`src/logic/sar_ctl_defs.svh`:
```
// constants for the dual sar converter control block
// assumes inclusion from the package and the control module only
`ifndef SAR_CTL_DEFS_SVH
`define SAR_CTL_DEFS_SVH

// converter setup word
`define SETUP_W          12
`define SETUP_RST        12'h000
`define SETUP_DC_BIT     3
// register update gate encodings
`define GATE_OPEN        2'h1
// function codes
`define FN_DAC_WR        3'h1
`define FN_DAC_RD        3'h3
`define FN_SEQ_WR        3'h4
`define FN_SOFT_RST      3'h5
`define FN_SEQ_RD        3'h6
// reference dac
`define DAC_W            10
`define DAC_RST          10'h3ff
// conversion timing in clocks
`define CONV_CYCLES      4'hc
`define PRECH_CYCLES     1
`define ACQ_MIN_CYCLES   2'h2
// result word
`define RES_W            12
`define RES_EMPTY        12'h000
`define SAR_FIRST_TRIAL  12'h800

`endif

```
`src/logic/sar_ctl_pkg.sv`:
```
// types for the dual sar converter control block
// assumes sar_ctl_defs.svh is on the include path
`include "sar_ctl_defs.svh"

package sar_ctl_pkg;

   // converter setup word, msb first
   typedef struct packed {
      logic [1:0] input_pick;      // input_pick_hi, input_pick_lo
      logic [1:0] update_gate;     // update_gate_hi, update_gate_lo
      logic       deep_sleep;
      logic       nap_sleep;
      logic       auto_idle_sleep;
      logic       vref_off;
      logic       dont_care;
      logic [2:0] func_code;       // func_code_2 .. func_code_0
   } setup_t;

   // conversion cycle, gray coded along acquire, convert, precharge
   typedef enum logic [1:0] {
      ST_ACQ   = 2'h0,
      ST_CONV  = 2'h1,
      ST_PRECH = 2'h3
   } phase_t;

   // what the next bus access means
   typedef enum logic [1:0] {
      NX_NONE   = 2'h0,
      NX_DAC_WR = 2'h1,
      NX_DAC_RD = 2'h2,
      NX_SEQ_WR = 2'h3
   } next_acc_t;

endpackage

```
`src/logic/sar_ctl.sv`:
```
// control logic of a dual simultaneous-sampling 12-bit sar converter
// assumes all pins sampled synchronously on the converter clock mclk_i;
// comparator outputs come from the analog core, one per converter.
//
// Function
// - two pick bits choose the input pair for both converters alike.
// - after conversion, precharge both capacitors exactly one clock, then reconnect.
// - busy low during acquisition, from switch close to conversion start fall.
// - both converters hold their inputs at conversion start falling edge.
// - conversion begins on the clock edge after the start falling edge.
// - twelve conversion clocks, one precharge, at least two sampling clocks.
// - clock may stop low after sixteenth edge; state is kept.
// - dac write completes within fourteen clocks; clock may then stop.
// - power-on reset returns all control state to defaults.
// - reference set by 10-bit dac code held in dac register.
// - dac register resets to full scale 3ff.
// - setup bit 4 set turns internal reference off.
// - setup word latched from data bus at write strobe rising edge.
// - setup register resets to zero.
// - setup layout: pick, gate, deep, nap, auto, vref off, x, function.
// - gate 01 enables extra register updates; 00, 11 disable; 10 reserved.
// - each sleep bit set enters its power-down mode.
// - function codes select dac or sequencer access, or software reset.
// - each result reads once; repeat read returns 000.
// - results presented in twos complement.
`timescale 1ns/100ps
`include "sar_ctl_defs.svh"


module sar_ctl
   import sar_ctl_pkg::*;
(
   input  wire logic                 mclk_i,          // converter clock
   input  wire logic                 rstn_i,          // power-on reset, active low
   input  wire logic                 conv_begin_n_i,  // conversion start, falls to sample
   input  wire logic                 cs_n_i,          // chip select
   input  wire logic                 wr_n_i,          // write strobe
   input  wire logic                 rd_n_i,          // read strobe
   input  wire logic [11:0]          data_bus_i,      // parallel data in
   input  wire logic [1:0]           comp_i,          // comparators, bit0 conv a
   output logic [11:0]               data_bus_o,      // parallel data out
   output logic                      data_bus_oe_n_o, // low while driving bus
   output logic                      busy_o,          // conversion in progress
   output logic                      hold_o,          // sample switches open
   output logic                      precharge_o,     // caps tied to vref_input
   output sar_ctl_pkg::setup_t       setup_o,         // live setup word
   output logic [9:0]                vref_output_o,   // reference dac code
   output logic                      sleep_o,         // core in any sleep mode: deep, nap or auto idle
   output logic [1:0][11:0]          trial_o          // sar trial codes a, b
);
   import sar_ctl_pkg::*;

   ////////////////////////////////////////////////////////////////////////////
   // decode helpers

   function automatic logic gate_open(input setup_t s);
      gate_open = (s.update_gate == `GATE_OPEN);
   endfunction

   function automatic setup_t clean_setup(input logic [11:0] w);
      setup_t s;
      s = setup_t'(w);
      s.dont_care = 1'b0;
      clean_setup = s;
   endfunction

   // comparator code to twos complement: flip the msb
   function automatic logic [11:0] to_twos(input logic [11:0] code);
      to_twos = {!code[11], code[10:0]};
   endfunction

   ////////////////////////////////////////////////////////////////////////////
   // strobe edges

   logic conv_q;
   logic wr_q;
   logic rd_q;
   logic cs_wr_q;

   always_ff @(posedge mclk_i or negedge rstn_i) begin
      if (!rstn_i) begin
         conv_q  <= 1'b1;
         wr_q    <= 1'b1;
         rd_q    <= 1'b1;
         cs_wr_q <= 1'b0;
      end else begin
         conv_q  <= conv_begin_n_i;
         wr_q    <= wr_n_i;
         rd_q    <= rd_n_i;
         cs_wr_q <= !cs_n_i && !wr_n_i;
      end
   end

   wire logic conv_fall = conv_q && !conv_begin_n_i;
   wire logic wr_rise   = cs_wr_q && !wr_q && wr_n_i;
   wire logic rd_fall   = !cs_n_i && rd_q && !rd_n_i;

   ////////////////////////////////////////////////////////////////////////////
   // setup word, dac register, two-access protocol

   setup_t     setup;
   logic [9:0] dac_code;
   next_acc_t  next_acc;

   wire setup_t     wr_word    = clean_setup(data_bus_i);
   wire logic       acc_idle   = next_acc == NX_NONE;
   wire logic       soft_rst   = wr_rise && acc_idle
                                 && wr_word.func_code == `FN_SOFT_RST;
   wire logic       take_setup = wr_rise && acc_idle && !soft_rst;
   wire logic       take_dac   = wr_rise && next_acc == NX_DAC_WR;
   wire logic       rd_dac     = rd_fall && next_acc == NX_DAC_RD;

   next_acc_t next_next_acc;
   always_comb begin
      next_next_acc = next_acc;
      if (wr_rise && next_acc != NX_NONE) begin
         next_next_acc = NX_NONE;
      end else if (rd_dac) begin
         next_next_acc = NX_NONE;
      end else if (take_setup && gate_open(wr_word)) begin
         case (wr_word.func_code)
            `FN_DAC_WR: next_next_acc = NX_DAC_WR;
            `FN_DAC_RD: next_next_acc = NX_DAC_RD;
            `FN_SEQ_WR: next_next_acc = NX_SEQ_WR;
            default:    next_next_acc = NX_NONE;
         endcase
      end
   end

   always_ff @(posedge mclk_i or negedge rstn_i) begin
      if (!rstn_i) begin
         setup    <= setup_t'(`SETUP_RST);
         dac_code <= `DAC_RST;
         next_acc <= NX_NONE;
      end else if (soft_rst) begin
         setup    <= setup_t'(`SETUP_RST);
         dac_code <= `DAC_RST;
         next_acc <= NX_NONE;
      end else begin
         if (take_setup) begin
            setup <= wr_word;
         end
         if (take_dac) begin
            dac_code <= data_bus_i[9:0];
         end
         next_acc <= next_next_acc;
      end
   end

   // picks, sleep bits and reference off reach the analog core directly
   assign setup_o       = setup;
   assign vref_output_o = dac_code;

   ////////////////////////////////////////////////////////////////////////////
   // conversion sequence
   // nothing measures time, so a clock stopped low freezes the cycle

   phase_t     phase;
   phase_t     next_phase;
   logic [3:0] bit_cnt;
   logic [1:0] acq_cnt;
   logic       napping;

   wire logic  conv_ok   = !setup.deep_sleep && !setup.nap_sleep;
   // a start before the caps have sampled two clocks is dropped,
   // so every cycle spans at least sixteen clocks
   wire logic  acq_ok    = acq_cnt == `ACQ_MIN_CYCLES;
   wire logic  conv_go   = phase == ST_ACQ && conv_fall && conv_ok && acq_ok;
   wire logic  conv_last = phase == ST_CONV && bit_cnt == `CONV_CYCLES - 4'h1;

   always_comb begin
      case (phase)
         ST_ACQ:   next_phase = conv_go ? ST_CONV : ST_ACQ;
         ST_CONV:  next_phase = conv_last ? ST_PRECH : ST_CONV;
         ST_PRECH: next_phase = ST_ACQ;
         default:  next_phase = ST_ACQ;
      endcase
   end

   always_ff @(posedge mclk_i or negedge rstn_i) begin
      if (!rstn_i) begin
         phase   <= ST_ACQ;
         bit_cnt <= 4'h0;
         acq_cnt <= `ACQ_MIN_CYCLES;
         napping <= 1'b0;
      end else begin
         phase   <= next_phase;
         bit_cnt <= (phase == ST_CONV) ? bit_cnt + 4'h1 : 4'h0;
         // sampling clocks since precharge, held at the minimum
         if (phase != ST_ACQ) begin
            acq_cnt <= 2'h0;
         end else if (acq_cnt != `ACQ_MIN_CYCLES) begin
            acq_cnt <= acq_cnt + 2'h1;
         end
         if (conv_go || !setup.auto_idle_sleep) begin
            napping <= 1'b0;
         end else if (phase == ST_PRECH) begin
            napping <= 1'b1;
         end
      end
   end

   wire logic  sleep_any = setup.deep_sleep || setup.nap_sleep || napping;

   // pin outputs registered: busy, hold and precharge from the next phase, sleep from sleep_any
   always_ff @(posedge mclk_i or negedge rstn_i) begin
      if (!rstn_i) begin
         busy_o      <= 1'b0;
         hold_o      <= 1'b0;
         precharge_o <= 1'b0;
         sleep_o     <= 1'b0;
      end else begin
         busy_o      <= next_phase != ST_ACQ;
         hold_o      <= next_phase == ST_CONV;
         precharge_o <= next_phase == ST_PRECH;
         sleep_o     <= sleep_any;
      end
   end

   ////////////////////////////////////////////////////////////////////////////
   // successive approximation, one per converter

   logic [11:0]      trial_bit;
   logic [1:0][11:0] sar;
   logic [1:0][11:0] next_sar;

   always_ff @(posedge mclk_i or negedge rstn_i) begin
      if (!rstn_i) begin
         trial_bit <= 12'h000;
      end else if (conv_go) begin
         trial_bit <= `SAR_FIRST_TRIAL;
      end else if (phase == ST_CONV) begin
         trial_bit <= trial_bit >> 1;
      end
   end

   generate
      for (genvar i = 0; i < 2; i++) begin : g_sar
         assign next_sar[i] = (sar[i] & ~(trial_bit & {12{!comp_i[i]}}))
                              | (trial_bit >> 1);
         always_ff @(posedge mclk_i or negedge rstn_i) begin
            if (!rstn_i) begin
               sar[i] <= 12'h000;
            end else if (conv_go) begin
               sar[i] <= `SAR_FIRST_TRIAL;
            end else if (phase == ST_CONV) begin
               sar[i] <= next_sar[i];
            end
         end
      end
   endgenerate

   assign trial_o = sar;

   ////////////////////////////////////////////////////////////////////////////
   // result registers and read path

   logic [1:0][11:0] result;
   logic [1:0]       res_vld;
   logic             rd_sel;

   wire logic        rd_result = rd_fall && !rd_dac;
   wire logic [11:0] rd_word   = res_vld[rd_sel] ? result[rd_sel] : `RES_EMPTY;

   always_ff @(posedge mclk_i or negedge rstn_i) begin
      if (!rstn_i) begin
         result  <= '0;
         res_vld <= 2'h0;
         rd_sel  <= 1'b0;
      end else begin
         if (rd_result) begin
            res_vld[rd_sel] <= 1'b0;
            rd_sel          <= !rd_sel;
         end
         // a finishing conversion wins over a read in the same clock
         if (conv_last) begin
            result[0] <= to_twos(next_sar[0]);
            result[1] <= to_twos(next_sar[1]);
            res_vld   <= 2'h3;
            rd_sel    <= 1'b0;
         end
      end
   end

   // bus keeps the last read word; enable follows strobes one clock late
   always_ff @(posedge mclk_i or negedge rstn_i) begin
      if (!rstn_i) begin
         data_bus_o      <= 12'h000;
         data_bus_oe_n_o <= 1'b1;
      end else begin
         data_bus_oe_n_o <= cs_n_i || rd_n_i;
         if (rd_dac) begin
            data_bus_o <= {2'h0, dac_code};
         end else if (rd_result) begin
            data_bus_o <= rd_word;
         end
      end
   end

endmodule

```
`config.mk`:
```
export PLATFORM = sky130hd
export DESIGN_NAME = sar_ctl
export DESIGN_NICKNAME = d
export VERILOG_FILES = /design/src/logic/sar_ctl_pkg.sv /design/src/logic/sar_ctl.sv
export VERILOG_INCLUDE_DIRS = /design/src /design/src/logic
export SDC_FILE = /design/constraint.sdc
export NUM_CORES = 1
export LEC_CHECK = 0
export BUFFER_PORTS_ARGS = -buffer_cell sky130_fd_sc_hd__buf_4
export CAP_MARGIN = 40
export CORE_MARGIN = 2
export CORE_UTILIZATION = 45
export CTS_BUF_LIST = sky130_fd_sc_hd__clkbuf_4 sky130_fd_sc_hd__clkbuf_8
export DETAILED_ROUTE_END_ITERATION = 10
export PLACE_DENSITY = 0.75
export SLEW_MARGIN = 25
export SYNTH_ARGS = -nofsm -noshare
export SYNTH_HDL_FRONTEND = slang
export SYNTH_SLANG_ARGS = --single-unit
```
`constraint.sdc`:
```
create_clock -name mclk_i -period 1.8 [get_ports mclk_i]
set_clock_uncertainty 0.15 [all_clocks]
set_input_delay 0.36 -clock mclk_i [delete_from_list [all_inputs] [get_ports mclk_i]]
set_output_delay 0.36 -clock mclk_i [all_outputs]
set_load 0.1 [all_outputs]
```
==> flow_summary.yaml, run 1 <==
clock_network:
  ctsRootBufferMaster: "clkbuf_8"
  clkLatencyLatePin_ns: 0.42
  clockBufferDepth: 2
  h-tree-depth: 4
  clk_pin_slew_ns: 0.07
  clock_sinks: 116
  cts_buffers: 17
  cts_tree: "built"
  post_cts_buffers: 0
sta:
  fin_crit_sh: 0.9779
  maxSlewViolCount: 0
  max_freq_mhz: 568.1
  rsz0062_at_grt: "no"
  hold_viol_final: 0
  finalCriticalPeriod_ns: 1.760
  setup_tns_ns: 0
  setup_ws_ns: 0.03981
  finalSetupViolations: 0
synth:
  yosysTopAreaCell: "dfrtp_1"
  synth_area_um2: 5110
  synth-seq-area-share: 0.5717
  yosys_warnings: 0
  yosys.area.top_type_share: 0.4946
  syn_inst: 486
  synthesis.nets: 508
  synthDistinctLibCells: 44
  synthTopCellsByArea: "dfrtp_1, a21oi_1, dfstp_2"
  syn_area_per_cell_um2: 10.51
  synth_seq_cells: 116
critical_path:
  crit_slowest_cell: "dfstp_2"
  end_kind: "output port"
  crit_type: "flop to output port"
  arrival_ns: 1.25
  cpPeakStageDelay_ns: 0.59
  cp_top_family: "flip-flops"
  path_max_fanout: 3
  worstSetupStartpointType: "flop"
  cp_cell_sequence: "buf_6"
  worst_ep_required_time_ns: 1.29
  cp_num_buf_inv: 1
die:
  initial_core_util: 0.4653
  die-area_um2: 12220
  die_y_um: 110.6
  rows: 38
  die_w_um: 110.6
  ios: 83
  core_um2: 10980
worst_hold_path:
  holdCritPathClass: "primary input to flop"
drt:
  wl_per_cell_um: 16.16
  vias: 4000
  drt-pass1-iter-count: 5
  wirelength_um: 11910
  drtAntennaViolNets: 0
  viasPerCell: 5.427
  drtIter0Drc: 298
  drc_errors: 0
finish:
  diodes: 0
  final_common_cell: "dfrtp_1"
  drive_gt1_frac: 0.3032
  areaGrowthSynthToFinish_pct: 27.01
  final_cell_mix: "dfrtp_1, buf_4, a21oi_1"
  fin_nets: 606
  final_cells: 737
global_route:
  antenna_found_initial: 0
  grt.overflow.total: 0
  grt_util_all_layers: 0.2000
  grt_pass1_wl_um: 19740
  grt_max_degree: 56
  first_global_vias: 3983
placement:
  place_hpwl_um: 8450
  place_inst: 700
  dpl_worst_slack_ns: 0.06498
  port_buffers: 81
  gp_congestion: 0.8810
run:
  maxCapViolations: 0
power:
  vdd_drop_max_uv: 1387
  p_per_area_nw_per_um2: 1923
  p_leak_nw: 2.875
  total_power_mw: 12.48
status:
  status: "finished, final reports clean"
==> flip-flops by register name, summed over array words and instances, names as in the netlist, 2 cells and up <==
| signal | flops |
|---|---|
| next_acc | 2 |
| bit_cnt | 4 |
| trial_o | 24 |
| acq_cnt | 2 |
| phase | 2 |
| result | 24 |
| res_vld | 2 |
| trial_bit | 12 |
| data_bus_o | 12 |
| vref_output_o | 10 |
| setup_o | 11 |
==> per-layer routing <==
layer | up-vias | GRT usage | wire [um]
met5 | - | 0 | 0
met4 | 0 | 0.06833 | 153
met3 | 10 | 0.05598 | 790
met2 | 157 | 0.3170 | 5774
met1 | 1962 | 0.2658 | 5193
li1 | 1871 | - | -
==> synth_stat cells, drive strengths merged <==
cell    number
dfrtp      101
a21oi       79
inv         38
nand2       34
o21ai       28
mux2i       25
nand2b      24
nor2        19
mux2        16
clkbuf      15
dfstp       15
buf         12
nand3       12
nand4       10
a21bo        9
o22a         8
nor2b        5
nor3         5
or3b         3
a211oi       2
a21o         2
and3b        2
ha           2
o31ai        2
or3          2
xnor2        2
xor2         2
a21boi       1
a221oi       1
and2         1
and4         1
and4bb       1
conb         1
nand3b       1
nor3b        1
o211ai       1
o21a         1
o32ai        1
or2          1
==> power by group <==
part	switching, mW	internal (mW)	total [mW]
Combinational	4.64	1.37	6.01
Clock	1.11	1.42	2.53
Sequential	0.632	3.31	3.94
==> area by class of cell <==
cell class                      count  area [um2]
Sequential cell                   116        2924
Timing Repair Buffer              106       895.9
Clock buffer                       18       247.7
Clock inverter                     14       178.9
Inverter                           38       142.6
Tap cell                          140       175.2
Fill cell                         905        4493
Multi-Input combinational cell    305        1926
==> per-stage QoR <==
stage	hold slack (ns)	cell area (um2)	util
finish	0.02945	6490	0.5909
global route	0.01860	6490	0.5909
CTS	0.01308	6469	0.5890
detailed placement	0.07949	5973	0.5439
global placement	0.07796	5973	0.5439
floorplan	-0.08559	5112	-
==> worst paths after layout <==
kind	from	end	slack [ns]	cells after the start
max	vref_output_o[7]$_DFFE_PN1P_	vref_output_o[7]	0.04	1
min	data_bus_i[3]	vref_output_o[3]$_DFFE_PN1P_	0.03	2
max reg2reg	rd_q$_DFF_PN1_	res_vld[0]$_DFFE_PN0P_	0.08	3
min reg2reg	res_vld[1]$_DFFE_PN0P_	res_vld[1]$_DFFE_PN0P_	0.32	1
max in group asynchronous	rstn_i	acq_cnt[1]$_DFFE_PN1P_	0.73	3
min in group asynchronous	rstn_i	trial_o[20]$_DFFE_PN0P_	0.16	2
==> logic make-up after synthesis <==
| kind of cell | Yosys count | synth area share |
|---|---|---|
| adder cells (fa/ha/maj) | 2 | 0.004896 |
| flip-flops | 116 | 0.5717 |
| other | 1 | 0.0007339 |
| AND/OR/NAND/NOR | 122 | 0.1249 |
| AO/OA/AOI/OAI | 135 | 0.1535 |
| buffers and inverters | 65 | 0.05313 |
| XOR/XNOR | 4 | 0.006857 |
| multiplexers | 41 | 0.08423 |
==> timing repair <==
item,CTS,global route
gates cloned,0,0
hold endpoints to repair,106,0
setup endpoints to repair,5,6
resized for setup,5,6
hold buffers,5,0
(Power assumes the default switching activity.)
==> run 2: changes to the inputs <==
CAP_MARGIN = 20   (was 40)
CTS_CLUSTER_SIZE = 16   (was default)
RECOVER_POWER = 50   (was default)
==> flow_summary.yaml, run 2 (same netlist as run 1, synthesis figures left out) <==
status:
  status: "finished, final reports clean"
drt:
  viasPerCell: 5.452
  wl_per_cell_um: 16.20
  drtIter0Drc: 273
  drt-pass1-iter-count: 5
  drc_errors: 0
  drtAntennaViolNets: 0
  vias: 4018
  wirelength_um: 11940
critical_path:
  cp_cell_sequence: "buf_6"
  end_kind: "output port"
  worstSetupStartpointType: "flop"
  crit_start: "vref_output_o[6]$_DFFE_PN1P_"
  crit_slowest_cell: "dfstp_2"
  path_max_fanout: 3
  arrival_ns: 1.26
  r2r_setup_slack_ns: 0.08
  worst_ep_required_time_ns: 1.29
  cpPeakStageDelay_ns: 0.59
  cp_top_family: "flip-flops"
  crit-reg2reg-launch: "acq_cnt[1]$_DFFE_PN1P_"
  cp_num_buf_inv: 1
  crit_type: "flop to output port"
die:
  initial_core_util: 0.4653
  ios: 83
  rows: 38
  die_w_um: 110.6
  core_um2: 10980
  die-area_um2: 12220
  die_y_um: 110.6
clock_network:
  clk_pin_slew_ns: 0.08
  ctsRootBufferMaster: "clkbuf_8"
  clkLatencyLatePin_ns: 0.42
  clock_sinks: 116
  cts_tree: "built"
  clockBufferDepth: 2
  cts_buffers: 17
  h-tree-depth: 4
placement:
  port_buffers: 81
  gp_congestion: 0.8810
  place_hpwl_um: 8450
  dpl_worst_slack_ns: 0.06498
global_route:
  grt.overflow.total: 0
  antenna_found_initial: 0
  grt_pass1_wl_um: 19740
  grt.busiest_layer: "met2"
  first_global_vias: 3983
  grt_util_all_layers: 0.2000
  grt_max_degree: 56
  grtUsageMet1: 0.2658
  met2_usage: 0.3170
  use_met3: 0.05598
sta:
  fin_crit_sh: 0.9811
  slew_headroom: 0.4296
  finalCriticalPeriod_ns: 1.766
  finalSetupViolations: 0
  worstMarginPinSlew_ns: 0.8556
  setup_tns_ns: 0
  maxSlewViolCount: 0
  max_freq_mhz: 566.3
  hold_viol_final: 0
  rsz0062_at_grt: "no"
  setup_ws_ns: 0.03404
power:
  vdd_drop_max_uv: 1386
  p_per_area_nw_per_um2: 1928
  p_leak_nw: 2.857
worst_hold_path:
  holdCritPathClass: "primary input to flop"
  hp-start: "data_bus_i[3]"
finish:
  drive_gt1_frac: 0.2965
  areaGrowthSynthToFinish_pct: 26.42
  final_cell_mix: "dfrtp_1, a21oi_1, buf_4"
  fin_nets: 606
  fillers: 905
  diodes: 0
  final_common_cell: "dfrtp_1"
run:
  maxCapViolations: 0
[run 2: final timing paths]
check                                          endpoint  cells past startpoint
min                        vref_output_o[3]$_DFFE_PN1P_                      2
max                                    vref_output_o[6]                      1
max reg2reg                      trial_o[7]$_DFFE_PN0P_                      5
min in group asynchronous       trial_o[20]$_DFFE_PN0P_                      2
max in group asynchronous        acq_cnt[1]$_DFFE_PN1P_                      3
min reg2reg                      res_vld[1]$_DFFE_PN0P_                      1
[run 2: layout make-up]
type,instances,area [um2],share of cell area
clock buffer,18,247.7,0.03835
sequential,116,2924,0.4526
clock inverter,14,178.9,0.02770
tap,140,175.2,0.02712
inverter,38,142.6,0.02208
timing repair buffer,106,865.8,0.1340
multi-input combinational,305,1926,0.2981
[run 2: report_power, final]
| part | internal (mW) | switching (mW) | total, mW | leakage, nW |
|---|---|---|---|---|
| Combinational | 1.33 | 4.64 | 5.97 | 1.25 |
| Sequential | 3.31 | 0.632 | 3.94 | 1.40 |
| Clock | 1.42 | 1.12 | 2.54 | 0.205 |
[run 2: what timing repair did]
item | CTS | global route
buffers inserted | 0 | 0
endpoints found under the hold margin | 106 | 0
hold buffers | 5 | 0
pin swaps | 0 | 0
gates cloned | 0 | 0
endpoints found under the setup margin | 5 | 6
resized for setup | 5 | 6
[run 2: metrics by stage]
step	power (mW)	utilization	hold WS [ns]	instance area [um2]	cells
6_report	12.45	0.5882	0.02713	6460	737
5_1_grt	12.96	0.5882	0.01860	6460	737
4_1_cts	12.50	0.5890	0.01308	6469	737
3_5_place_dp	9.921	0.5439	0.07949	5973	700
3_3_place_gp	9.820	0.5439	0.07796	5973	700
2_1_floorplan	8.461	-	-0.08559	5112	486
[run 2: routing by layer]
metal / wire length [um] / share of wire
met5: 0 / 0
met1: 5276 / 0.44
met4: 155 / 0.013
met2: 5793 / 0.49
met3: 712 / 0.060
==> run 3: changes to the inputs <==
CELL_PAD_IN_SITES_DETAIL_PLACEMENT = 1   (was default)
CELL_PAD_IN_SITES_GLOBAL_PLACEMENT = 1   (was default)
CORE_UTILIZATION = 41   (was 45)
PLACE_DENSITY = 0.85   (was 0.75)
==> flow_summary.yaml, run 3 (same netlist as run 1, synthesis figures left out) <==
critical_path:
  crit-reg2reg-launch: "rd_q$_DFF_PN1_"
  cpPeakStageDelay_ns: 0.58
  worst_ep_required_time_ns: 1.29
  cp_num_buf_inv: 1
  rr_worst_depth: 3
  path_max_fanout: 3
  crit_start: "vref_output_o[5]$_DFFE_PN1P_"
  arrival_ns: 1.25
  cp_top_family: "flip-flops"
  end_kind: "output port"
  worstSetupStartpointType: "flop"
  cp_cell_sequence: "buf_6"
  crit_type: "flop to output port"
  crit_slowest_cell: "dfstp_2"
  r2r_end: "res_vld[0]$_DFFE_PN0P_"
  r2r_setup_slack_ns: 0.06
drt:
  drtIter0Drc: 219
  drc_errors: 0
  wirelength_um: 14410
  drt-pass1-iter-count: 6
  vias: 4045
  wl_per_cell_um: 18.76
  viasPerCell: 5.267
  drtAntennaViolNets: 0
finish:
  fin_nets: 609
  diodes: 0
  final_common_cell: "dfrtp_1"
  final_cells: 768
  drive_gt1_frac: 0.3050
  areaGrowthSynthToFinish_pct: 27.77
  final_cell_mix: "dfrtp_1, buf_4, a21oi_1"
global_route:
  grt.overflow.total: 0
  antenna_found_initial: 0
  first_global_vias: 4464
  grt_util_all_layers: 0.2309
  grt_pass1_wl_um: 23390
  grt_max_degree: 37
placement:
  gp_congestion: 0.8171
  place_inst: 729
  place_hpwl_um: 10190
  port_buffers: 81
clock_network:
  clockBufferDepth: 2
  clk_pin_slew_ns: 0.07
  cts_tree: "built"
  h-tree-depth: 4
  clock_sinks: 116
  ctsRootBufferMaster: "clkbuf_8"
  clkLatencyLatePin_ns: 0.44
  cts_buffers: 17
worst_hold_path:
  holdPathStages: 2
  holdCritPathClass: "primary input to flop"
  hp-start: "data_bus_i[6]"
  min_to: "vref_output_o[6]$_DFFE_PN1P_"
sta:
  maxSlewViolCount: 0
  max_freq_mhz: 568.2
  setup_tns_ns: 0
  finalSetupViolations: 0
  finalCriticalPeriod_ns: 1.760
  slew_headroom: 0.6139
  fin_crit_sh: 0.9777
  hold_viol_final: 0
  rsz0062_at_grt: "no"
  worstMarginPinSlew_ns: 0.5791
die:
  initial_core_util: 0.4219
  core_um2: 12110
  ios: 83
  die_w_um: 115.6
  die-area_um2: 13370
  die_y_um: 115.6
  rows: 40
power:
  p_per_area_nw_per_um2: 1933
  vdd_drop_max_uv: 1966
  p_leak_nw: 2.881
status:
  status: "finished, final reports clean"
run:
  maxCapViolations: 0
[run 3: cell types whose count changed in the layout (fill, tap and decap cells not counted), sizes merged]
cell,change
clkbuf,+6
clkinv,-2
clkinvlp,-1
dlygate4sd3,+1
inv,-1
[run 3: through the flow]
stage                       util  hold slack (ns)  area (um2)  power (mW)  setup WS [ns]
after floorplan                -         -0.08559        5112       8.461        0.01036
after global placement    0.4977           0.1384        6028       9.886         0.1003
after detailed placement  0.4977           0.1413        6028       10.09        0.02488
after CTS                 0.5403         0.002230        6544       12.70       0.007236
after global routing      0.5391          0.01135        6529       13.12      0.0004854
final                     0.5391          0.03545        6529       12.62        0.04006
[run 3: worst max path at each step]
stage	depth (start not counted)	endpoint	slack (ns)
final	1	vref_output_o[5]	0.04
after global routing	5	result[23]$_DFFE_PN0P_	0.0005
after CTS	1	vref_output_o[9]	0.007
after detailed placement	3	trial_o[22]$_DFFE_PN0P_	0.02
after global placement	4	res_vld[0]$_DFFE_PN0P_	0.10
after floorplan	6	trial_bit[0]$_DFFE_PN0P_	0.01
[run 3: area by class of cell]
| class | instances | area, um2 |
|---|---|---|
| clock buffers | 22 | 284.0 |
| clock inverters | 10 | 130.1 |
| fillers | 1349 | 5583 |
| inverters | 38 | 142.6 |
| multi-input cells | 305 | 1946 |
| flip-flops and latches | 116 | 2924 |
| well taps | 168 | 210.2 |
| repair buffers | 109 | 892.1 |
[run 3: layer usage]
metal,track usage,vias up,part of all wire
met5,0,-,0
met4,0.06429,0,0.016
met1,0.2953,2044,0.44
li1,-,1872,-
met2,0.3918,109,0.50
met3,0.05858,20,0.043
[run 3: timing repair]
action                     CTS  global route
setup buffers                0             2
hold endpoints to repair    47             0
hold buffers                 6             0
setup endpoints to repair   10            34
pin swaps                    0             2
resized for setup           11             9
[run 3: power breakdown]
part	internal (mW)	switching, mW
clock network	1.48	1.04
registers	3.31	0.691
logic	1.37	4.73
total	6.16	6.46
